### src/design/cell_regs_pkg.sv
// Package with register map, field positions and reset values of the port register bank.
package cell_regs_pkg;
	localparam int ADDR_W = 8;
	localparam int NUM_PORTS = 8;
	localparam int PORT_SEL_LSB = 5;
	localparam int PORT_SEL_W = 3;
	// Offsets within a 32-byte port window; the upper three address bits select the port.
	localparam logic [4:0] OFS_TX_COUNT_LATCH = 5'h01;
	localparam logic [4:0] OFS_TX_CELL_COUNT_HIGH = 5'h02;
	localparam logic [4:0] OFS_TX_CELL_COUNT_LOW = 5'h03;
	localparam logic [4:0] OFS_TX_CONTROL1 = 5'h06;
	localparam logic [4:0] OFS_RX_CONTROL2 = 5'h1A;
	localparam logic [4:0] OFS_PORT_STATUS = 5'h18;
	// Shared registers sit at full addresses.
	localparam logic [7:0] ADDR_IDLE_PAYLOAD_BYTE = 8'h04;
	localparam logic [7:0] ADDR_HEADER_ERROR_PATTERN = 8'h05;
	localparam logic [7:0] ADDR_PORT_INTERRUPT_SUMMARY = 8'h08;
	localparam logic [7:0] RST_IDLE_PAYLOAD = 8'h6A;
	localparam logic [7:0] RST_HEADER_ERROR_PATTERN = 8'h29;
	localparam logic [7:0] RST_TX_CONTROL1 = 8'h05;
	localparam logic [7:0] RST_RX_CONTROL2 = 8'h00;
	localparam logic [7:0] LATCH_WRITE_VALUE = 8'h00;
	// Error pattern fields.
	localparam int BAD_CNT_LSB = 0;
	localparam int BAD_CNT_W = 3;
	localparam int GOOD_CNT_LSB = 3;
	localparam int GOOD_CNT_W = 5;
	// Transmit control 1 bit positions.
	localparam int TXC_GEN_EN = 0;
	localparam int TXC_ERR_INS_EN = 1;
	localparam int TXC_PAR_MASK = 6;
	// Receive control 2 bit positions.
	localparam int RXC_OVR_MASK = 3;
	localparam int RXC_DEL_MASK = 4;
	localparam int RXC_EXT_MASK = 5;
	// Port status bit positions.
	localparam int PS_OVERRUN = 0;
	localparam int PS_DEL_CHANGE = 1;
	localparam int PS_DEL_LOST = 2;
	localparam int PS_RX_MODE = 3;
	localparam int PS_DEL_LSB = 4;
	localparam int PS_DEL_MSB = 5;
	localparam int PS_PARITY = 6;
	localparam int PS_EXT_EVENT = 7;
	localparam logic [15:0] COUNT_ZERO = 16'h0000;
	localparam logic [15:0] COUNT_ONE = 16'h0001;
	typedef enum logic {PHASE_GOOD, PHASE_BAD} err_phase_e;
endpackage

### src/design/tx_counter_status_interrupt_regs.sv
// Register bank: transmit cell counts, idle byte, error pattern, port status and interrupt summary.
`timescale 1ns/1ns
`default_nettype none
// Operation
// - Transmit cell count readable as upper and lower read-only bytes.
// - Both count bytes shared by all ports, same at every alias.
// - Latched count equals non-idle cells sent on that port since its last latch.
// - Count byte reads return the last latched value, never the live count.
// - Writing zero to a port latch copies its count and clears it.
// - Idle cell payload byte is programmable, resets to 6A hex.
// - Bits 2:0 of error pattern give count of bad-check cells.
// - Bits 7:3 of error pattern give count of good-check cells.
// - While enabled, alternate good then bad periods until disabled.
// - Error insertion applies whether or not check generation is enabled.
// - Status bit 0 sets on overrun, interrupts when masked on, clears on read.
// - Status bit 1 sets on delineation change, interrupts if masked, read-clears.
// - Status bit 2 shows delineation lost, resets to one.
// - Status bit 3 shows receiver mode, valid only with correction enabled.
// - Status bits 5:4 show hunt, presync or sync delineation state.
// - Status bit 6 sets on transmit parity error, interrupts if masked, read-clears.
// - Status bit 7 sets on external input rising edge, interrupts if masked, read-clears.
// - Summary register has one bit per port showing pending interrupt.
// - Reading a port status clears that port summary bit too.
// - Only masked-on events set the summary bit.
module tx_counter_status_interrupt_regs
	import cell_regs_pkg::*;
#(
	parameter int NPORT = NUM_PORTS
) (
	// Clock and reset.
	input wire logic clk_sys,
	input wire logic reset,
	// Register port.
	input wire logic [ADDR_W-1:0] regAddr,
	input wire logic [7:0] regWrData,
	input wire logic regWrite,
	input wire logic regRead,
	output logic [7:0] regRdData,
	// Transmit datapath per port.
	input wire logic [NPORT-1:0] txCellSent,
	input wire logic [NPORT-1:0] txCellIsIdle,
	input wire logic [NPORT-1:0] txParityError,
	output logic [NPORT-1:0] txCorruptCheck,
	output logic [NPORT-1:0] checkByteGenerateEnable,
	output logic [7:0] idlePayloadValue,
	// Receive status per port.
	input wire logic [NPORT-1:0] rxOverrun,
	input wire logic [NPORT-1:0] lossOfDelineation,
	input wire logic [NPORT-1:0] receiverModeState,
	input wire logic [NPORT-1:0] delineationStateLsb,
	input wire logic [NPORT-1:0] delineationStateMsb,
	// External status pins.
	input wire logic [NPORT-1:0] externalStatusPin,
	// Interrupt.
	output logic irq_n
);
	if (NPORT != NUM_PORTS) begin : g_portCheck
		$error("Port count must match the eight-port address map.");
	end

	// Address decode.
	logic [PORT_SEL_W-1:0] selPort;
	logic [4:0] selOfs;
	assign selPort = regAddr[ADDR_W-1:PORT_SEL_LSB];
	assign selOfs = regAddr[PORT_SEL_LSB-1:0];

	// Shared and per-port registers.
	logic [7:0] idlePayload_ff, nxt_idlePayload;
	logic [7:0] errPattern_ff, nxt_errPattern;
	logic [15:0] latchedCount_ff, nxt_latchedCount;
	logic [7:0] rdData_ff, nxt_rdData;
	logic irqN_ff, nxt_irqN;
	logic [15:0] runCount_ff [NPORT];
	logic [15:0] nxt_runCount [NPORT];
	logic [7:0] txCtl_ff [NPORT];
	logic [7:0] nxt_txCtl [NPORT];
	logic [7:0] rxCtl_ff [NPORT];
	logic [7:0] nxt_rxCtl [NPORT];
	logic [NPORT-1:0] overrunFlag_ff, nxt_overrunFlag;
	logic [NPORT-1:0] delChangeFlag_ff, nxt_delChangeFlag;
	logic [NPORT-1:0] parityFlag_ff, nxt_parityFlag;
	logic [NPORT-1:0] extFlag_ff, nxt_extFlag;
	logic [NPORT-1:0] summary_ff, nxt_summary;
	logic [NPORT-1:0] lodPrev_ff, nxt_lodPrev;
	logic [NPORT-1:0] extSync1_ff, extSync2_ff, extPrev_ff;
	logic [NPORT-1:0] corrupt_ff, nxt_corrupt;
	logic [NPORT-1:0] genEn_ff, nxt_genEn;
	logic [NPORT-1:0] wrPort, rdPort;
	err_phase_e phase_ff [NPORT];
	err_phase_e nxt_phase [NPORT];
	logic [GOOD_CNT_W-1:0] phaseCnt_ff [NPORT];
	logic [GOOD_CNT_W-1:0] nxt_phaseCnt [NPORT];

	logic [7:0] statusView [NPORT];
	logic [BAD_CNT_W-1:0] badLen;
	logic [GOOD_CNT_W-1:0] goodLen;
	assign badLen = errPattern_ff[BAD_CNT_LSB +: BAD_CNT_W];
	assign goodLen = errPattern_ff[GOOD_CNT_LSB +: GOOD_CNT_W];

	always_comb begin
		for (int p = 0; p < NPORT; p++) begin
			statusView[p] = 8'h00;
			statusView[p][PS_OVERRUN] = overrunFlag_ff[p];
			statusView[p][PS_DEL_CHANGE] = delChangeFlag_ff[p];
			statusView[p][PS_DEL_LOST] = lodPrev_ff[p];
			statusView[p][PS_RX_MODE] = receiverModeState[p];
			statusView[p][PS_DEL_LSB] = delineationStateLsb[p];
			statusView[p][PS_DEL_MSB] = delineationStateMsb[p];
			statusView[p][PS_PARITY] = parityFlag_ff[p];
			statusView[p][PS_EXT_EVENT] = extFlag_ff[p];
		end
	end

	// Per-port strobe decode.
	always_comb begin
		for (int p = 0; p < NPORT; p++) begin
			wrPort[p] = regWrite && selPort == PORT_SEL_W'(p);
			rdPort[p] = regRead && selPort == PORT_SEL_W'(p) && selOfs == OFS_PORT_STATUS;
		end
	end

	// Register writes and running counts.
	always_comb begin
		nxt_idlePayload = idlePayload_ff;
		nxt_errPattern = errPattern_ff;
		nxt_latchedCount = latchedCount_ff;
		if (regWrite && regAddr == ADDR_IDLE_PAYLOAD_BYTE) begin
			nxt_idlePayload = regWrData;
		end
		if (regWrite && regAddr == ADDR_HEADER_ERROR_PATTERN) begin
			nxt_errPattern = regWrData;
		end
		for (int p = 0; p < NPORT; p++) begin
			nxt_txCtl[p] = txCtl_ff[p];
			nxt_rxCtl[p] = rxCtl_ff[p];
			if (wrPort[p] && selOfs == OFS_TX_CONTROL1) begin
				nxt_txCtl[p] = regWrData;
			end
			if (wrPort[p] && selOfs == OFS_RX_CONTROL2) begin
				nxt_rxCtl[p] = regWrData;
			end
			nxt_runCount[p] = runCount_ff[p];
			if (txCellSent[p] && !txCellIsIdle[p]) begin
				nxt_runCount[p] = runCount_ff[p] + COUNT_ONE;
			end
			// Latch and clear; a cell in the same cycle starts the new count.
			if (wrPort[p] && selOfs == OFS_TX_COUNT_LATCH && regWrData == LATCH_WRITE_VALUE) begin
				nxt_latchedCount = runCount_ff[p];
				nxt_runCount[p] = (txCellSent[p] && !txCellIsIdle[p]) ? COUNT_ONE : COUNT_ZERO;
			end
		end
	end

	// Event flags, summary and interrupt.
	always_comb begin
		logic intReq;
		intReq = 1'b0;
		for (int p = 0; p < NPORT; p++) begin
			nxt_lodPrev[p] = lossOfDelineation[p];
			// Set beats read clear, so no event is lost.
			nxt_overrunFlag[p] = (overrunFlag_ff[p] && !rdPort[p]) || rxOverrun[p];
			nxt_delChangeFlag[p] = (delChangeFlag_ff[p] && !rdPort[p])
				|| (lossOfDelineation[p] != lodPrev_ff[p]);
			nxt_parityFlag[p] = (parityFlag_ff[p] && !rdPort[p]) || txParityError[p];
			nxt_extFlag[p] = (extFlag_ff[p] && !rdPort[p]) || (extSync2_ff[p] && !extPrev_ff[p]);
			intReq = (rxOverrun[p] && rxCtl_ff[p][RXC_OVR_MASK])
				|| ((lossOfDelineation[p] != lodPrev_ff[p]) && rxCtl_ff[p][RXC_DEL_MASK])
				|| (txParityError[p] && txCtl_ff[p][TXC_PAR_MASK])
				|| (extSync2_ff[p] && !extPrev_ff[p] && rxCtl_ff[p][RXC_EXT_MASK]);
			nxt_summary[p] = (summary_ff[p] && !rdPort[p]) || intReq;
		end
		nxt_irqN = ~|nxt_summary;
	end

	// Read data; shared full addresses win over the per-port offset decode.
	always_comb begin
		nxt_rdData = 8'h00;
		if (regRead) begin
			case (regAddr)
				ADDR_IDLE_PAYLOAD_BYTE: begin
					nxt_rdData = idlePayload_ff;
				end
				ADDR_HEADER_ERROR_PATTERN: begin
					nxt_rdData = errPattern_ff;
				end
				ADDR_PORT_INTERRUPT_SUMMARY: begin
					nxt_rdData = summary_ff;
				end
				default: begin
					case (selOfs)
						OFS_TX_CELL_COUNT_HIGH: begin
							nxt_rdData = latchedCount_ff[15:8];
						end
						OFS_TX_CELL_COUNT_LOW: begin
							nxt_rdData = latchedCount_ff[7:0];
						end
						OFS_TX_CONTROL1: begin
							nxt_rdData = txCtl_ff[selPort];
						end
						OFS_RX_CONTROL2: begin
							nxt_rdData = rxCtl_ff[selPort];
						end
						OFS_PORT_STATUS: begin
							nxt_rdData = statusView[selPort];
						end
						default: begin
							nxt_rdData = 8'h00;
						end
					endcase
				end
			endcase
		end
	end

	// Error insertion sequencing per port.
	always_comb begin
		for (int p = 0; p < NPORT; p++) begin
			nxt_phase[p] = phase_ff[p];
			nxt_phaseCnt[p] = phaseCnt_ff[p];
			nxt_genEn[p] = txCtl_ff[p][TXC_GEN_EN];
			if (!txCtl_ff[p][TXC_ERR_INS_EN]) begin
				nxt_phase[p] = PHASE_GOOD;
				nxt_phaseCnt[p] = '0;
			end else if (txCellSent[p]) begin
				case (phase_ff[p])
					PHASE_GOOD: begin
						if (phaseCnt_ff[p] + 5'h01 >= goodLen) begin
							nxt_phase[p] = (badLen != '0) ? PHASE_BAD : PHASE_GOOD;
							nxt_phaseCnt[p] = '0;
						end else begin
							nxt_phaseCnt[p] = phaseCnt_ff[p] + 5'h01;
						end
					end
					PHASE_BAD: begin
						if (phaseCnt_ff[p] + 5'h01 >= {2'b00, badLen}) begin
							nxt_phase[p] = (goodLen != '0) ? PHASE_GOOD : PHASE_BAD;
							nxt_phaseCnt[p] = '0;
						end else begin
							nxt_phaseCnt[p] = phaseCnt_ff[p] + 5'h01;
						end
					end
					default: begin
						nxt_phase[p] = PHASE_GOOD;
					end
				endcase
			end
			nxt_corrupt[p] = txCtl_ff[p][TXC_ERR_INS_EN] && (nxt_phase[p] == PHASE_BAD
				|| (goodLen == '0 && badLen != '0));
		end
	end

	// Shared registers.
	always_ff @(posedge clk_sys) begin
		if (reset) begin
			idlePayload_ff <= RST_IDLE_PAYLOAD;
			errPattern_ff <= RST_HEADER_ERROR_PATTERN;
			latchedCount_ff <= COUNT_ZERO;
			rdData_ff <= 8'h00;
			irqN_ff <= 1'b1;
		end else begin
			idlePayload_ff <= nxt_idlePayload;
			errPattern_ff <= nxt_errPattern;
			latchedCount_ff <= nxt_latchedCount;
			rdData_ff <= nxt_rdData;
			irqN_ff <= nxt_irqN;
		end
	end

	// The synchroniser has no reset; it settles on the pin level while reset is held.
	always_ff @(posedge clk_sys) begin
		extSync1_ff <= externalStatusPin;
		extSync2_ff <= extSync1_ff;
	end

	// Event flags and summary.
	always_ff @(posedge clk_sys) begin
		if (reset) begin
			overrunFlag_ff <= '0;
			delChangeFlag_ff <= '0;
			parityFlag_ff <= '0;
			extFlag_ff <= '0;
			summary_ff <= '0;
			lodPrev_ff <= '1;
			extPrev_ff <= '0;
		end else begin
			overrunFlag_ff <= nxt_overrunFlag;
			delChangeFlag_ff <= nxt_delChangeFlag;
			parityFlag_ff <= nxt_parityFlag;
			extFlag_ff <= nxt_extFlag;
			summary_ff <= nxt_summary;
			lodPrev_ff <= nxt_lodPrev;
			extPrev_ff <= extSync2_ff;
		end
	end

	// Per-port control registers and running counts.
	always_ff @(posedge clk_sys) begin
		if (reset) begin
			for (int p = 0; p < NPORT; p++) begin
				runCount_ff[p] <= COUNT_ZERO;
				txCtl_ff[p] <= RST_TX_CONTROL1;
				rxCtl_ff[p] <= RST_RX_CONTROL2;
			end
		end else begin
			for (int p = 0; p < NPORT; p++) begin
				runCount_ff[p] <= nxt_runCount[p];
				txCtl_ff[p] <= nxt_txCtl[p];
				rxCtl_ff[p] <= nxt_rxCtl[p];
			end
		end
	end

	// Error insertion state.
	always_ff @(posedge clk_sys) begin
		if (reset) begin
			corrupt_ff <= '0;
			genEn_ff <= '0;
			for (int p = 0; p < NPORT; p++) begin
				phase_ff[p] <= PHASE_GOOD;
				phaseCnt_ff[p] <= '0;
			end
		end else begin
			corrupt_ff <= nxt_corrupt;
			genEn_ff <= nxt_genEn;
			for (int p = 0; p < NPORT; p++) begin
				phase_ff[p] <= nxt_phase[p];
				phaseCnt_ff[p] <= nxt_phaseCnt[p];
			end
		end
	end

	assign regRdData = rdData_ff;
	assign irq_n = irqN_ff;
	assign txCorruptCheck = corrupt_ff;
	assign checkByteGenerateEnable = genEn_ff;
	assign idlePayloadValue = idlePayload_ff;
endmodule
`default_nettype wire

### config.mk
export PLATFORM = sky130hd
export DESIGN_NAME = tx_counter_status_interrupt_regs
export DESIGN_NICKNAME = d
export VERILOG_FILES = /design/src/design/cell_regs_pkg.sv /design/src/design/tx_counter_status_interrupt_regs.sv
export SDC_FILE = /design/constraint.sdc
export NUM_CORES = 1
export LEC_CHECK = 0
export ABC_CLOCK_PERIOD_IN_PS = 3800
export BUFFER_PORTS_ARGS = -buffer_cell sky130_fd_sc_hd__buf_2
export CORE_ASPECT_RATIO = 0.8
export CORE_MARGIN = 1
export CORE_UTILIZATION = 35
export DETAILED_ROUTE_END_ITERATION = 8
export SYNTH_ARGS = -nofsm -noshare
export SYNTH_HDL_FRONTEND = slang
export SYNTH_SLANG_ARGS = --single-unit
### constraint.sdc
create_clock -name clk_sys -period 3.8 [get_ports clk_sys]
set_clock_uncertainty 0.1 [all_clocks]
set_input_delay 0.57 -clock clk_sys [delete_from_list [all_inputs] [get_ports clk_sys]]
set_output_delay 0.57 -clock clk_sys [all_outputs]
set_load 0.02 [all_outputs]
==> metrics.md <==
| Metric | Value |
|---|---|
| Outcome | `finished, final reports clean` |
| Share of synthesized area occupied by flip-flops and latches | `40.00%` |
| Number of cells in the design after placement | `3319` |
| Total power divided by cell area | `396.5 nW/um2` |
| Clock Root Buffer | `sky130_fd_sc_hd__clkbuf_16` |
| Antenna Nets Post-Route | `0` |
| Cell types occupying the most area after synthesis | `sky130_fd_sc_hd__dfxtp_1, sky130_fd_sc_hd__mux2i_1, sky130_fd_sc_hd__nor2_1, sky130_fd_sc_hd__mux4_2, sky130_fd_sc_hd__nand2_1` |
| Period Utilization, post-route | `77.66%` |
| Category of the most critical setup path | `reg2reg` |
| Ordered cell list for the critical path | `ha_1, nand2b_1, a21o_1, a2111oi_0, o21ai_0, a31oi_1` |
| Largest net degree at the start of global routing | `203` |
| Routed wire length | `67110 um` |
| Total clock sinks | `433` |
| Syn. warnings | `0` |
| Max-slew violation count | `0` |
| Clock Power Share | `46.5%` |
| Signal arrival time at the worst endpoint | `3.36 ns` |
| Switching fraction of total power | `24.32%` |
| Slowest stage delay, CP | `0.79 ns` |
| Vias in the first global route | `18010` |
| Vias | `18860` |
| Measured slew at the worst slew-check pin | `1.067 ns` |
| Main flop type after synthesis | `sky130_fd_sc_hd__dfxtp_1` |
| Global-route congestion overflow total | `0` |
| Total setup violations reported at the end of the flow | `0` |
| Delay-heaviest family, CP | `compound AO/OA/AOI/OAI gates` |
| Count of final hold-check violations | `0` |
| Number of rows in the core area | `81` |
| Synth-to-Final Area Change | `13.42%` |
| TritonCTS Buffers | `46` |
| Fraction of post-synthesis cell area in the top cell type by area | `40.00%` |
| Vias per Instance | `5.522` |
| Net Sw Power | `2370 uW` |
| Crit path capture type | `register` |
| Cell area after synthesis | `21670 um2` |
| Sort of element at the start of the critical path | `register` |
| Net Count, Synth | `2637` |
| LEAKAGE | `0.009361 uW` |
| Detailed Place HPWL | `48150 um` |
| Tightest slew margin relative to the limit | `28.84%` |
| Worst voltage drop across the vdd grid | `350.7 uV` |
| Final layout net count | `2717` |
| Max Buffers Root-to-Sink | `3` |
| Internal cell power | `7376 uW` |
| Distinct cell type count after synthesis | `73` |
| Skew-Pair Late Insertion Delay | `0.60 ns` |
| Routed WL per cell | `19.65 um` |
| Core Box Area | `61110 um2` |
| Max-cap check violation count | `0` |
| Resized Gates After CTS | `0` |
| Post-synth EDFFs | `0` |
| Highest clock rate | `0.3389 GHz` |
| Area of combinational cells with multiple inputs | `12080 um2` |
| Maximum fanout along the worst path | `12` |
| CP max stage cell | `sky130_fd_sc_hd__dfxtp_1` |
| Count of routing violations after the opening detailed-route iteration | `1905` |
| Ports | `125` |
| DRT Pass-1 Iters | `6` |
| Overall Power | `9746 uW` |
| Clock-pin slew on the worst setup and hold paths | `0.06 ns` |
| First-pass GRT wire length | `104200 um` |
| Final cell count without fillers | `3415` |
| H-Tree Level Count | `2` |
| Number of input and output port buffers inserted | `124` |
| Last weighted congestion value of the routability-driven placer | `0.9368` |
| Cell type with the largest total area after synthesis | `sky130_fd_sc_hd__dfxtp_1` |
| Sequential share of power | `47.6%` |
| Mean cell area of the mapped netlist | `8.791 um2` |
| Die span in y | `224.6 um` |
| Combined flip-flop and latch cell area | `8668 um2` |
| Share of cells above drive strength 1 | `12.55%` |
| Clock tree from TritonCTS | `done` |
| Final-layout setup total negative slack | `0 ns` |
| Die span in x | `280.2 um` |
| Total buffers and inverters traversed by the critical path | `0` |
| Number of instances in the synthesized netlist | `2465` |
| DIE AREA | `62920 um2` |
| Overall fraction of global-route tracks in use | `21.15%` |
| Initial Util | `35.46%` |
| Initial antenna violation count | `11` |
| Worst Path Required | `4.21 ns` |
| Combinational group share of total power | `5.9%` |
| Setup bufs post-CTS | `0` |
| Number of storage elements in the synthesis netlist | `433` |
| Shortest clock period the worst path allows after layout | `2.951 ns` |
| Share of flip-flops with an asynchronous set or reset | `0%` |
| Layout filler cell count | `6005` |
| Worst hold path class | `in2reg` |
| Setup repair after global routing missed its margin | `false` |
| DRC Markers | `0` |
## routing by layer
layer / share of wire [%] / up-vias / GRT usage, %
li1: - / 8932 / -
met5: 0.046 / - / 0
met3: 7.9 / 108 / 3.636
met1: 46 / 9138 / 30.77
met2: 43 / 675 / 31.51
met4: 2.6 / 6 / 6.787
## per-stage QoR
stage | hold slack, ns | area [um2] | utilization (%) | setup WS (ns)
after floorplan | 0.2096 | 21670 | - | 1.514
after global placement | 0.2105 | 22970 | 37.59 | 0.6939
after detailed placement | 0.2121 | 22970 | 37.59 | 0.6798
after CTS | 0.05871 | 24570 | 40.21 | 0.9299
after global routing | 0.07953 | 24570 | 40.21 | 0.6229
final | 0.09013 | 24580 | 40.22 | 0.8489
## cell usage in the layout (no fill, tap or decap), types with 13 or more instances in the layout
master	instances
sky130_fd_sc_hd__or3_1	20
sky130_fd_sc_hd__buf_2	121
sky130_fd_sc_hd__clkbuf_1	13
sky130_fd_sc_hd__clkbuf_8	13
sky130_fd_sc_hd__xnor2_1	86
sky130_fd_sc_hd__xor2_1	57
sky130_fd_sc_hd__buf_4	36
sky130_fd_sc_hd__mux2i_1	115
sky130_fd_sc_hd__a31oi_1	21
sky130_fd_sc_hd__nor3_1	60
sky130_fd_sc_hd__dfxtp_1	433
sky130_fd_sc_hd__a211oi_1	15
sky130_fd_sc_hd__and4_1	13
sky130_fd_sc_hd__and3_1	14
sky130_fd_sc_hd__o211ai_1	36
sky130_fd_sc_hd__o221ai_1	13
sky130_fd_sc_hd__nand3_1	138
sky130_fd_sc_hd__nand4_1	35
sky130_fd_sc_hd__mux4_2	48
sky130_fd_sc_hd__o22ai_1	28
sky130_fd_sc_hd__a21oi_1	192
sky130_fd_sc_hd__a21o_1	25
sky130_fd_sc_hd__nor2_1	292
sky130_fd_sc_hd__nand2_1	268
sky130_fd_sc_hd__ha_1	80
sky130_fd_sc_hd__a21boi_0	15
sky130_fd_sc_hd__nor2b_1	44
sky130_fd_sc_hd__clkbuf_16	46
sky130_fd_sc_hd__o21ai_0	53
sky130_fd_sc_hd__nand2b_1	16
sky130_fd_sc_hd__inv_1	62
## power groups by stage
stage / Combinational, uW / Sequential [uW] / Clock (uW)
after floorplan: 359 / 4740 / 0
after global placement: 550 / 4740 / 0
after detailed placement: 558 / 4740 / 0
after CTS: 567 / 4640 / 4620
after global routing: 615 / 4650 / 4800
final: 574 / 4640 / 4530
## cell usage after synthesis (20+ instances only)
master,instances
sky130_fd_sc_hd__a21oi_1,192
sky130_fd_sc_hd__mux2i_1,115
sky130_fd_sc_hd__nand4_1,35
sky130_fd_sc_hd__o21ai_0,53
sky130_fd_sc_hd__ha_1,80
sky130_fd_sc_hd__mux4_2,48
sky130_fd_sc_hd__o211ai_1,36
sky130_fd_sc_hd__nand2_1,268
sky130_fd_sc_hd__nor2_1,292
sky130_fd_sc_hd__xor2_1,57
sky130_fd_sc_hd__nand3_1,138
sky130_fd_sc_hd__or3_1,20
sky130_fd_sc_hd__o22ai_1,28
sky130_fd_sc_hd__a21o_1,25
sky130_fd_sc_hd__nor2b_1,44
sky130_fd_sc_hd__buf_2,63
sky130_fd_sc_hd__inv_1,62
sky130_fd_sc_hd__a31oi_1,21
sky130_fd_sc_hd__dfxtp_1,433
sky130_fd_sc_hd__nor3_1,60
sky130_fd_sc_hd__xnor2_1,86
sky130_fd_sc_hd__clkbuf_1,54
## state kept, by name (all words and copies together), names as in the netlist, 16 cells and up
register / cells
txCtl_ff: 64
phaseCnt_ff: 40
runCount_ff: 128
rxCtl_ff: 64
latchedCount_ff: 16
## worst reg2reg max path, delay by kind of cell, from the launching register on
kind / cells / cell delay [ns]
AO/OA/AOI/OAI: 4 / 1.48
flip-flops: 1 / 0.79
adder cells (fa/ha/maj): 1 / 0.35
AND/OR/NAND/NOR: 1 / 0.14
## area by class of cell
| cell class | instances | area share (%) |
|---|---|---|
| Antenna cell | 3 | 0.03054 |
| Clock buffer | 72 | 5.610 |
| Clock inverter | 13 | 0.5701 |
| Inverter | 64 | 0.9774 |
| Multi-Input combinational cell | 1831 | 49.14 |
| Sequential cell | 433 | 35.27 |
| Tap cell | 830 | 4.225 |
| Timing Repair Buffer | 169 | 4.179 |
## logic make-up (layout without fill, tap and decap cells)
family / Yosys count / count (layout) / synth area share (%)
compound gates: 468 / 468 / 13.50
other cells: 0 / 3 / 0
simple gates: 974 / 974 / 21.37
fa+ha+maj: 80 / 80 / 4.619
buf+inv: 201 / 318 / 4.273
xor+xnor: 143 / 143 / 5.779
flops: 433 / 433 / 40.00
mux: 166 / 166 / 10.46
## repair_timing
action                                  CTS  global route
hold endpoints to repair                  8             0
hold buffers                              8             0
endpoints found under the setup margin    0             0
## worst paths after layout
kind | startpoint | endpoint | slack (ns) | cells after the start
worst min register to register | extSync1_ff[3] | extSync2_ff[3] | 0.22 | 0
worst max register to register | errPattern_ff[0] | txCorruptCheck[3] | 0.85 | 6
worst max-delay path | errPattern_ff[0] | txCorruptCheck[3] | 0.85 | 6
worst min-delay path | lossOfDelineation[4] | lodPrev_ff[4] | 0.09 | 2
Power figures use the tool's default switching activity.
